<file path="src/cns_defines.vh">
// Purpose: Shared constants for the contact number selector
// Assumes: Included by the group and selector design files and the checks
// Notes:   Definitions only
`ifndef CNS_DEFINES_VH
`define CNS_DEFINES_VH

// ---------------------------------------------------------------
// Register offsets
// ---------------------------------------------------------------
`define CNS_ADDR_W          4
`define CNS_OFF_CFG         4'h0
`define CNS_OFF_ASSIGN      4'h1
`define CNS_OFF_PATTERN     4'h2
`define CNS_OFF_PID         4'h3
`define CNS_OFF_PRESET      4'h4
`define CNS_OFF_LOCKS       4'h5

// ---------------------------------------------------------------
// Field positions in the config register
// ---------------------------------------------------------------
`define CNS_CFG_PAT_METHOD  0
`define CNS_CFG_PID_METHOD  1
`define CNS_CFG_PRE_METHOD  2
`define CNS_CFG_ZONE_LO     4
`define CNS_CFG_ZONE_HI     6

// ---------------------------------------------------------------
// Reset values and codes
// ---------------------------------------------------------------
`define CNS_CFG_RESET       8'h00
`define CNS_ASSIGN_RESET    9'h1ff
`define CNS_NUM_RESET       3'h1
`define CNS_ZONE_LOCAL_PID  3'h5
`define CNS_METHOD_SW1      1'b0
`define CNS_METHOD_SW2      1'b1
`define CNS_MAX_PATTERN     3'h4
`define CNS_MAX_PID         3'h4
`define CNS_MAX_PRESET      3'h5

`endif

</file>
<file path="src/cns_reset_sync.v">
// Purpose: Two-stage release of the active-low reset
// Assumes: rst_n may drop at any time
// Notes:   Assert is asynchronous, release is on sys_clk
`timescale 1ns/1ps
module cns_reset_sync
(
  input  wire sys_clk,
  input  wire rst_n,
  output wire rst_sync_n
);

  reg stage1;
  reg stage2;

  // Only the second stage is seen by the rest of the design
  always @(posedge sys_clk or negedge rst_n)
  begin
    if (!rst_n)
    begin
      stage1 <= 1'b0;
      stage2 <= 1'b0;
    end
    else
    begin
      stage1 <= 1'b1;
      stage2 <= stage1;
    end
  end

  assign rst_sync_n = stage2;

endmodule

</file>
<file path="src/cns_group.v">
// Purpose: One selector group: contacts plus software to a number
// Assumes: Contacts already masked by assignment
// Notes:   Number held in a register, 1-based
`timescale 1ns/1ps
`include "cns_defines.vh"
module cns_group
#(
  parameter [2:0] MAX_NUM = 3'h4
)
(
  input  wire       sys_clk,
  input  wire       rst_sync_n,
  input  wire [2:0] contacts,
  input  wire       method,
  input  wire       sw_req,
  input  wire [2:0] sw_num,
  output reg  [2:0] number,
  output wire       sw_locked,
  output wire       sw_reject
);

  wire       all_off;
  wire [3:0] code_plus1;
  reg  [2:0] next_number;

  assign all_off    = (contacts == 3'h0);
  assign code_plus1 = {1'b0, contacts} + 4'h1;

  // Software is locked whenever a contact is on, or always in method 2
  assign sw_locked = (method == `CNS_METHOD_SW2) || !all_off;
  assign sw_reject = sw_req && sw_locked;

  // Next number; invalid codes keep the previous value
  always @*
  begin
    next_number = number;
    if (method == `CNS_METHOD_SW1)
    begin
      if (!all_off)
      begin
        if (contacts <= MAX_NUM)
          next_number = contacts;
      end
      else if (sw_req && sw_num != 3'h0 && sw_num <= MAX_NUM)
        next_number = sw_num;
    end
    else
    begin
      if (code_plus1 <= {1'b0, MAX_NUM})
        next_number = code_plus1[2:0];
    end
  end

  // Number register
  always @(posedge sys_clk or negedge rst_sync_n)
  begin
    if (!rst_sync_n)
      number <= `CNS_NUM_RESET;
    else
      number <= next_number;
  end

endmodule

</file>
<file path="src/cns_selector.v">
// Purpose: Contact number selector for pattern, PID and preset groups
// Assumes: Contact inputs synchronous to sys_clk, 1 means contact on
// Notes:   Registers over a plain strobe port, read data one cycle on
//
// How it works
// - Method 1: pattern number is the contact code, 001 to 100.
// - Method 2: pattern number is contact code plus one.
// - Pattern method bit: 0 picks method 1, 1 picks method 2.
// - Method 1: software pattern change only while all contacts off.
// - Method 1: all pattern contacts off keeps the previous pattern.
// - Method 2: software changes always refused, contacts decide.
// - Unassigned selector bits read as off.
// - Contact on reads as 1, off as 0.
// - Method 1: PID number is the contact code, 001 to 100.
// - Method 2: PID number is contact code plus one.
// - Method 1: software PID change only while all contacts off.
// - PID method bit: 0 picks method 1, else method 2.
// - Zone set to local PID: local choice used, contacts update it.
// - Method 1: preset number is the contact code, 001 to 101.
// - Method 2: preset number is contact code plus one.
// - Method 1: software preset change only while all contacts off.
// - Preset method bit: 0 picks method 1, 1 picks method 2.
`timescale 1ns/1ps
`include "cns_defines.vh"
module cns_selector
(
  input  wire                    sys_clk,
  input  wire                    rst_n,
  input  wire                    pattern_sel_bit0,
  input  wire                    pattern_sel_bit1,
  input  wire                    pattern_sel_bit2,
  input  wire                    pid_sel_bit0,
  input  wire                    pid_sel_bit1,
  input  wire                    pid_sel_bit2,
  input  wire                    preset_sel_bit0,
  input  wire                    preset_sel_bit1,
  input  wire                    preset_sel_bit2,
  input  wire [`CNS_ADDR_W-1:0]  reg_addr,
  input  wire [7:0]              reg_wdata,
  input  wire                    reg_write,
  input  wire                    reg_read,
  output reg  [7:0]              reg_rdata,
  output wire [2:0]              pattern_number,
  output wire [2:0]              pid_number,
  output wire [2:0]              preset_number,
  output wire [2:0]              local_pid_choice,
  output wire                    sw_reject
);

  // -------------------------------------------------------------
  // Reset release
  // -------------------------------------------------------------
  wire rst_sync_n;

  cns_reset_sync u_rst
  (
    .sys_clk    (sys_clk),
    .rst_n      (rst_n),
    .rst_sync_n (rst_sync_n)
  );

  // -------------------------------------------------------------
  // Configuration registers
  // -------------------------------------------------------------
  reg  [7:0] cfg;
  reg  [8:0] assign_map;
  wire       pattern_method_cfg;
  wire       pid_method_cfg;
  wire       preset_method_cfg;
  wire [2:0] zone_select_cfg;
  wire       wr_cfg;
  wire       wr_assign;

  assign wr_cfg    = reg_write && (reg_addr == `CNS_OFF_CFG);
  assign wr_assign = reg_write && (reg_addr == `CNS_OFF_ASSIGN);

  // Single bits pick the encoding per group
  assign pattern_method_cfg = cfg[`CNS_CFG_PAT_METHOD];
  assign pid_method_cfg     = cfg[`CNS_CFG_PID_METHOD];
  assign preset_method_cfg  = cfg[`CNS_CFG_PRE_METHOD];
  assign zone_select_cfg    = cfg[`CNS_CFG_ZONE_HI:`CNS_CFG_ZONE_LO];

  // Config writes; bit 3 and 7 reserved, stored as zero
  always @(posedge sys_clk or negedge rst_sync_n)
  begin
    if (!rst_sync_n)
    begin
      cfg        <= `CNS_CFG_RESET;
      assign_map <= `CNS_ASSIGN_RESET;
    end
    else
    begin
      if (wr_cfg)
        cfg <= reg_wdata & 8'h77;
      if (wr_assign)
        assign_map <= {reg_wdata[0], reg_wdata};
    end
  end

  // -------------------------------------------------------------
  // Contact masking
  // -------------------------------------------------------------
  // The assign register has 8 bits; bit 8 (preset bit2) copies
  // bit 0 on every assign write, with no mirror of its own, kept simple here.
  wire [8:0] raw_contacts;
  wire [8:0] contacts;

  // Contact on is 1, unassigned bits forced off
  assign raw_contacts = {preset_sel_bit2, preset_sel_bit1,
                         preset_sel_bit0, pid_sel_bit2, pid_sel_bit1,
                         pid_sel_bit0, pattern_sel_bit2,
                         pattern_sel_bit1, pattern_sel_bit0};
  assign contacts = raw_contacts & assign_map;

  // -------------------------------------------------------------
  // Software requests
  // -------------------------------------------------------------
  wire wr_pattern;
  wire wr_pid;
  wire wr_preset;

  assign wr_pattern = reg_write && (reg_addr == `CNS_OFF_PATTERN);
  assign wr_pid     = reg_write && (reg_addr == `CNS_OFF_PID);
  assign wr_preset  = reg_write && (reg_addr == `CNS_OFF_PRESET);

  // -------------------------------------------------------------
  // Groups
  // -------------------------------------------------------------
  wire lock_pattern;
  wire lock_pid;
  wire lock_preset;
  wire rej_pattern;
  wire rej_pid;
  wire rej_preset;

  cns_group #(.MAX_NUM(`CNS_MAX_PATTERN)) u_pattern
  (
    .sys_clk    (sys_clk),
    .rst_sync_n (rst_sync_n),
    .contacts   (contacts[2:0]),
    .method     (pattern_method_cfg),
    .sw_req     (wr_pattern),
    .sw_num     (reg_wdata[2:0]),
    .number     (pattern_number),
    .sw_locked  (lock_pattern),
    .sw_reject  (rej_pattern)
  );

  cns_group #(.MAX_NUM(`CNS_MAX_PID)) u_pid
  (
    .sys_clk    (sys_clk),
    .rst_sync_n (rst_sync_n),
    .contacts   (contacts[5:3]),
    .method     (pid_method_cfg),
    .sw_req     (wr_pid),
    .sw_num     (reg_wdata[2:0]),
    .number     (local_pid_choice),
    .sw_locked  (lock_pid),
    .sw_reject  (rej_pid)
  );

  cns_group #(.MAX_NUM(`CNS_MAX_PRESET)) u_preset
  (
    .sys_clk    (sys_clk),
    .rst_sync_n (rst_sync_n),
    .contacts   (contacts[8:6]),
    .method     (preset_method_cfg),
    .sw_req     (wr_preset),
    .sw_num     (reg_wdata[2:0]),
    .number     (preset_number),
    .sw_locked  (lock_preset),
    .sw_reject  (rej_preset)
  );

  // -------------------------------------------------------------
  // PID group in use
  // -------------------------------------------------------------
  // Outside local-PID zone the controller's zone logic picks the
  // group; this block then reports zero so nothing stale is used.
  assign pid_number = (zone_select_cfg == `CNS_ZONE_LOCAL_PID) ?
                      local_pid_choice : 3'h0;

  assign sw_reject = rej_pattern | rej_pid | rej_preset;

  // -------------------------------------------------------------
  // Read port
  // -------------------------------------------------------------
  // Data stand only in the cycle after the read strobe
  always @(posedge sys_clk or negedge rst_sync_n)
  begin
    if (!rst_sync_n)
      reg_rdata <= 8'h00;
    else if (reg_read)
    begin
      case (reg_addr)
        `CNS_OFF_CFG:     reg_rdata <= cfg;
        `CNS_OFF_ASSIGN:  reg_rdata <= assign_map[7:0];
        `CNS_OFF_PATTERN: reg_rdata <= {5'h00, pattern_number};
        `CNS_OFF_PID:     reg_rdata <= {5'h00, local_pid_choice};
        `CNS_OFF_PRESET:  reg_rdata <= {5'h00, preset_number};
        `CNS_OFF_LOCKS:   reg_rdata <= {5'h00, lock_preset, lock_pid,
                                        lock_pattern};
        default:          reg_rdata <= 8'h00;
      endcase
    end
    else
      reg_rdata <= 8'h00;
  end

endmodule

</file>
<file path="config.mk">
export PLATFORM = sky130hd
export DESIGN_NAME = cns_selector
export DESIGN_NICKNAME = d
export VERILOG_FILES = /design/src/cns_reset_sync.v /design/src/cns_group.v /design/src/cns_selector.v
export VERILOG_INCLUDE_DIRS = /design/src
export SDC_FILE = /design/constraint.sdc
export NUM_CORES = 1
export LEC_CHECK = 0
export ABC_AREA = 1
export ABC_CLOCK_PERIOD_IN_PS = 2400
export BUFFER_PORTS_ARGS = -buffer_cell sky130_fd_sc_hd__buf_2
export CORE_MARGIN = 1.5
export CORE_UTILIZATION = 50
export CTS_CLUSTER_SIZE = 8
export DETAILED_ROUTE_END_ITERATION = 10
export PLACE_DENSITY = 0.73
export SLEW_MARGIN = 20
export SYNTH_ARGS = -nofsm -noshare
export SYNTH_HDL_FRONTEND = slang
export SYNTH_SLANG_ARGS = --single-unit
</file>
<file path="constraint.sdc">
create_clock -name sys_clk -period 2.4 [get_ports sys_clk]
set_input_delay 0.24 -clock sys_clk [delete_from_list [all_inputs] [get_ports sys_clk]]
set_output_delay 0.24 -clock sys_clk [all_outputs]
set_load 0.005 [all_outputs]
</file>
### Word-level counts from Yosys, hierarchy flattened

Cells that the tools add are included.

* bits in registers: 34
* latch bits: 0
* bits in writable memories: 0
* ROM bits: 0
* input bits: 25
* memories kept: 0

* add/sub/neg operators: 3
* $mul: 0
* div/mod/pow operators: 0
* $lt $le $gt $ge: 8
* equal/unequal tests: 12
* shift operators: 0
* mux-type cells: 18
* bitwise gates (word level): 3
* reduce and logical (&&, ||, !) cells: 31

Operators by type and width (count)
* 3-bit two-way mux: 16
* 8-bit case mux with 6 select lines: 1
* 3-bit <= comparator (second input constant): 5
* 1-bit logical AND: 14
* 3-bit by 1-bit adder with 4-bit output (second input constant): 3
* 4-bit by 3-bit <= comparator with 1-bit output (second input constant): 3
* 3-bit nonzero test: 4
* 9-bit bitwise AND: 1
* 3-bit zero test: 3
* 3-bit inequality test (second input constant): 3
* 3-bit AND reduction: 3
* 4-bit by 2-bit equality test with 1-bit output (second input constant): 2
* 4-bit by 3-bit equality test with 1-bit output (second input constant): 2
* 8-bit two-way mux: 1
* 2-bit by 1-bit inequality test with 1-bit output (second input constant): 3
* 4-bit by 1-bit equality test with 1-bit output (second input constant): 1
* 4-bit zero test: 1
* 3-bit equality test (second input constant): 1
* 1-bit zero test: 3
* 1-bit logical OR: 3
* 1-bit OR: 2

### Depth between registers and ports, before layout

* depth in word-level cells: 7
* gate-level depth with buffers: 9
* gate-level depth less buffers: 9

### Hierarchy

A second synthesis with hierarchy kept.

* cell total of the unflattened synthesis: 320
* area, all modules: 2200.9 um2

By module, submodules not included
* cns_selector: instances 1, cells each 158, area each 1196.1 um2
* cns_group (u_pattern ...): instances 2, cells each 50, area each 300.3 um2
* cns_group (u_preset): instances 1, cells each 59, area each 350.3 um2
* cns_reset_sync: instances 1, cells each 3, area each 53.8 um2

### Worst setup path after synthesis

OpenSTA, ideal clock, no wires.

* path type: register to output
* start: reg assign_map[6]
* end: out sw_reject
* data arrival time: 1.273 ns
* data required time: 2.160 ns
* slack: 0.887 ns
* stages on the path, launching flop included: 7
* buffers on the path: 0
* path through: dfstp_2 nand2_1 ha_1 nand2_1 nor2_1 o21a_1 o21ai_1

* word-level cells in the longest chain between the ends: 6

RTL lines
* start, declared: RTL line cns_selector.v:66 `reg [8:0] assign_map;`
* start signal, assigned: RTL line cns_selector.v:89 `` assign_map <= `CNS_ASSIGN_RESET; ``
* start signal, assigned: RTL line cns_selector.v:96 `assign_map <= {reg_wdata[0], reg_wdata};`
* 9-bit bitwise AND: RTL line cns_selector.v:113 `assign contacts = raw_contacts & assign_map;`
* 3-bit zero test: RTL line cns_group.v:26 `assign all_off = (contacts == 3'h0);`
* 1-bit zero test: RTL line cns_group.v:30 `` assign sw_locked = (method == `CNS_METHOD_SW2) || !all_off; ``
* 1-bit logical OR: RTL line cns_group.v:30
* 1-bit logical AND: RTL line cns_group.v:31 `assign sw_reject = sw_req && sw_locked;`
* 1-bit OR: RTL line cns_selector.v:183 `assign sw_reject = rej_pattern | rej_pid | rej_preset;`
* end, declared: RTL line cns_selector.v:47 `output wire sw_reject`

Every way passes these cells.

### Final worst setup path

Same ends and word-level chain as after synthesis.

==> results.md <==
- Die Wd: 67.2 microns
- Tot GR Track Use: 23.1%
- Post-synth EDFFs: 0
- Leakage: 1.34 nW
- Row count: 23
- Syn_nets: 308
- Detailed placement HPWL: 3.67 mm
- CTS root buffer: clkbuf_8
- Clk slew on worst S/H paths: 0.07 ns
- Top cells by count, synth: 97 x nand2_1, 35 x nand3_1, 23 x inv_1, 22 x dfrtp_1, 18 x nor2_1
- Initial DRC Count: 133
- Unrepaired setup endpoints after global routing: no
- Post-route cell area: 0.00242 sq mm
- Vias in the first global route: 1659
- Antenna-violating nets left: 0
- Global-route wire length before repair: 7.68 mm
- Fin crit share: 85.1%
- Detailed Route WL: 4.78 mm
- Diodes inserted: 0
- Final setup viols: 0
- DIE AREA: 0.00451 sq mm
- RD Place Congestion: 0.855
- Min-delay worst type: primary input to register
- Hold Path Stages: 3
- DP Area: 0.00232 sq mm
- Port bufs: 45
- Data required time at the worst endpoint: 2.16 ns
- CTS tree: done
- Mapped Area: 0.00206 sq mm
- Core Util, Final: 61.0%
- Vias/cell: 4.98
- Initial antenna violation count: 0
- Ports: 46
- Internal power: 1.17 mW
- Cells after Synth: 278
- #FFs+latches synth: 33
- H-tree depth: 2
- Count leader, synth: nand2_1
- Area Growth Syn to Fin: 17.6%
- Flop pwr share: 45.5%
- Core Region: 0.00397 sq mm
- Clock Latency Late Sink: 0.29 ns
- CTS sink cnt: 33
- Async SR Flop Fraction: 100%
- Crit. End Element: primary output
- Synth top area cells: dfrtp_1 27%, nand2_1 18%, dfstp_2 14%, nand3_1 8.5%, o21ai_2 6.8%
- Peak VDD IR: 0.433 mV
- Net Sw Frac: 36.3%
- Final slew viol count: 0
- Initial Util: 51.9%
- Die H: 67.2 microns
- Worst reg2reg path depth: 8
- # fillers: 380
- Wire per inst: 12.6 microns
- TritonRoute pass-1 iters: 4
- Synthesized area per cell: 7.41 sq um
- GRT overflow: 0
- Arrival time worst endpoint: 1.80 ns
- Status: complete, no violations
- Post-CTS setup buffer count: 0
- Max FO, Critical Path: 4
- CTS max path bufs: 2
- Cell variety after synth: 23
- Leading area contributor after synthesis: dfrtp_1
- Max Clk Rate: 0.490 GHz
- Dominant synthesized flop cell: dfrtp_1
- Setup WS post-layout: 0.358 ns
- Crit Path Class: register to primary output
- P_sw: 0.668 mW
- Synth warn: 0
- Share of layout cells above drive strength 1: 34.3%
- Post-route setup TNS: 0 ns
- Clock power frac: 23.4%
- Startpoint types: register
- Minimum clock period: 2.04 ns
- Via count: 1888
- Final hold vios: 0
- Clock Skew: 0.00492 ns
- Residual DRC: 0
- Max-capacitance violation count: 0
- Combinational Power Share: 31.1%
- Num CTS Buffers: 5
- Place WS: 0.681 ns
- Synth top area share: 26.7%
- Pwr Density: 761 mW/mm^2
- Min Hold Slack: 0.176 ns
- Largest net degree at the start of global routing: 32
- Final nets: 359
- Sequential area share after synthesis: 40.8%
[stage by stage]
| step | power, mW | instances |
|---|---|---|
| final | 1.84 | 379 |
| after global routing | 1.98 | 379 |
| after CTS | 1.85 | 379 |
| after detailed placement | 1.42 | 371 |
| after global placement | 1.41 | 371 |
| after floorplan | 1.21 | 278 |
[power groups by stage]
stage                     logic [mW]  registers (mW)  clock network [mW]
after floorplan                0.377           0.829                   0
after global placement         0.562           0.847                   0
final                          0.573           0.839               0.431
after detailed placement       0.572           0.850                   0
after CTS                      0.574           0.841               0.440
after global routing           0.665           0.854               0.461
[registers in the layout (all words and copies together), names as in the netlist]
signal / count
cfg: 6
u_pattern.number: 3
u_rst.rst_sync_n: 1
u_pid.number: 3
assign_map: 8
u_preset.number: 3
reg_rdata: 8
u_rst.stage1: 1
[final cells by class]
class,count,area (sq um),share of cell area (%)
clock inverters,1,7.51,0.310
clock buffers,6,82.6,3.41
repair buffers,47,243,10.0
inverters,32,120,4.96
multi-input cells,210,1070,44.0
flip-flops and latches,33,840,34.7
well taps,50,62.6,2.58
[layout by cell type, fill, tap and decap left out, drive strengths merged]
cell,n
inv,32
a21oi,5
nand3,37
xnor2,2
ha,5
buf,46
dlygate4sd3,1
o211ai,1
nor2,22
clkinvlp,1
conb,1
dfrtp,22
nand3b,1
o21ai,22
o21a,1
clkbuf,6
nand2,113
dfstp,11
[path summary, 6_finish.rpt]
| kind | end | slack [ns] | start |
|---|---|---|---|
| worst max register to register | u_pid.number[1] | 0.84 | assign_map[3] |
| min in group asynchronous | reg_rdata[6] | 0.26 | u_rst.rst_sync_n |
| worst min register to register | reg_rdata[6] | 0.26 | u_rst.rst_sync_n |
| max in group asynchronous | u_preset.number[0] | 1.81 | u_rst.rst_sync_n |
| worst max-delay path | sw_reject | 0.36 | assign_map[6] |
| worst min-delay path | assign_map[3] | 0.18 | reg_wdata[3] |
[cell families (layout without fill, tap and decap cells)]
group,after synthesis,after routing,share of synthesized area (%)
fa+ha+maj,5,5,3.04
flops,33,33,40.8
buf+inv,35,86,7.47
simple gates,173,173,37.1
compound gates,29,29,10.6
other cells,1,1,0.182
xor+xnor,2,2,0.851
[worst max-delay path: stages, from the launching register on]
cell and delay [ns]:
dfstp_2 0.55, nand2_1 0.10, ha_1 0.26, nand2_1 0.13
nor2_1 0.08, o21a_1 0.19, o21ai_1 0.07, buf_2 0.13
[layer usage]
| metal | GRT usage, % | part of all wire, % |
|---|---|---|
| met4 | 8.42 | 1.4 |
| met1 | 30.8 | 44 |
| met2 | 37.6 | 48 |
| met5 | 0 | 0 |
| met3 | 4.33 | 6.9 |
[what timing repair did]
item                                   CTS  global route
hold buffers                             1             0
endpoints found under the hold margin    2             0
setup endpoints to repair                0             0
gates resized for setup                  0             0
No activity file was read; power rests on OpenSTA's default activity.
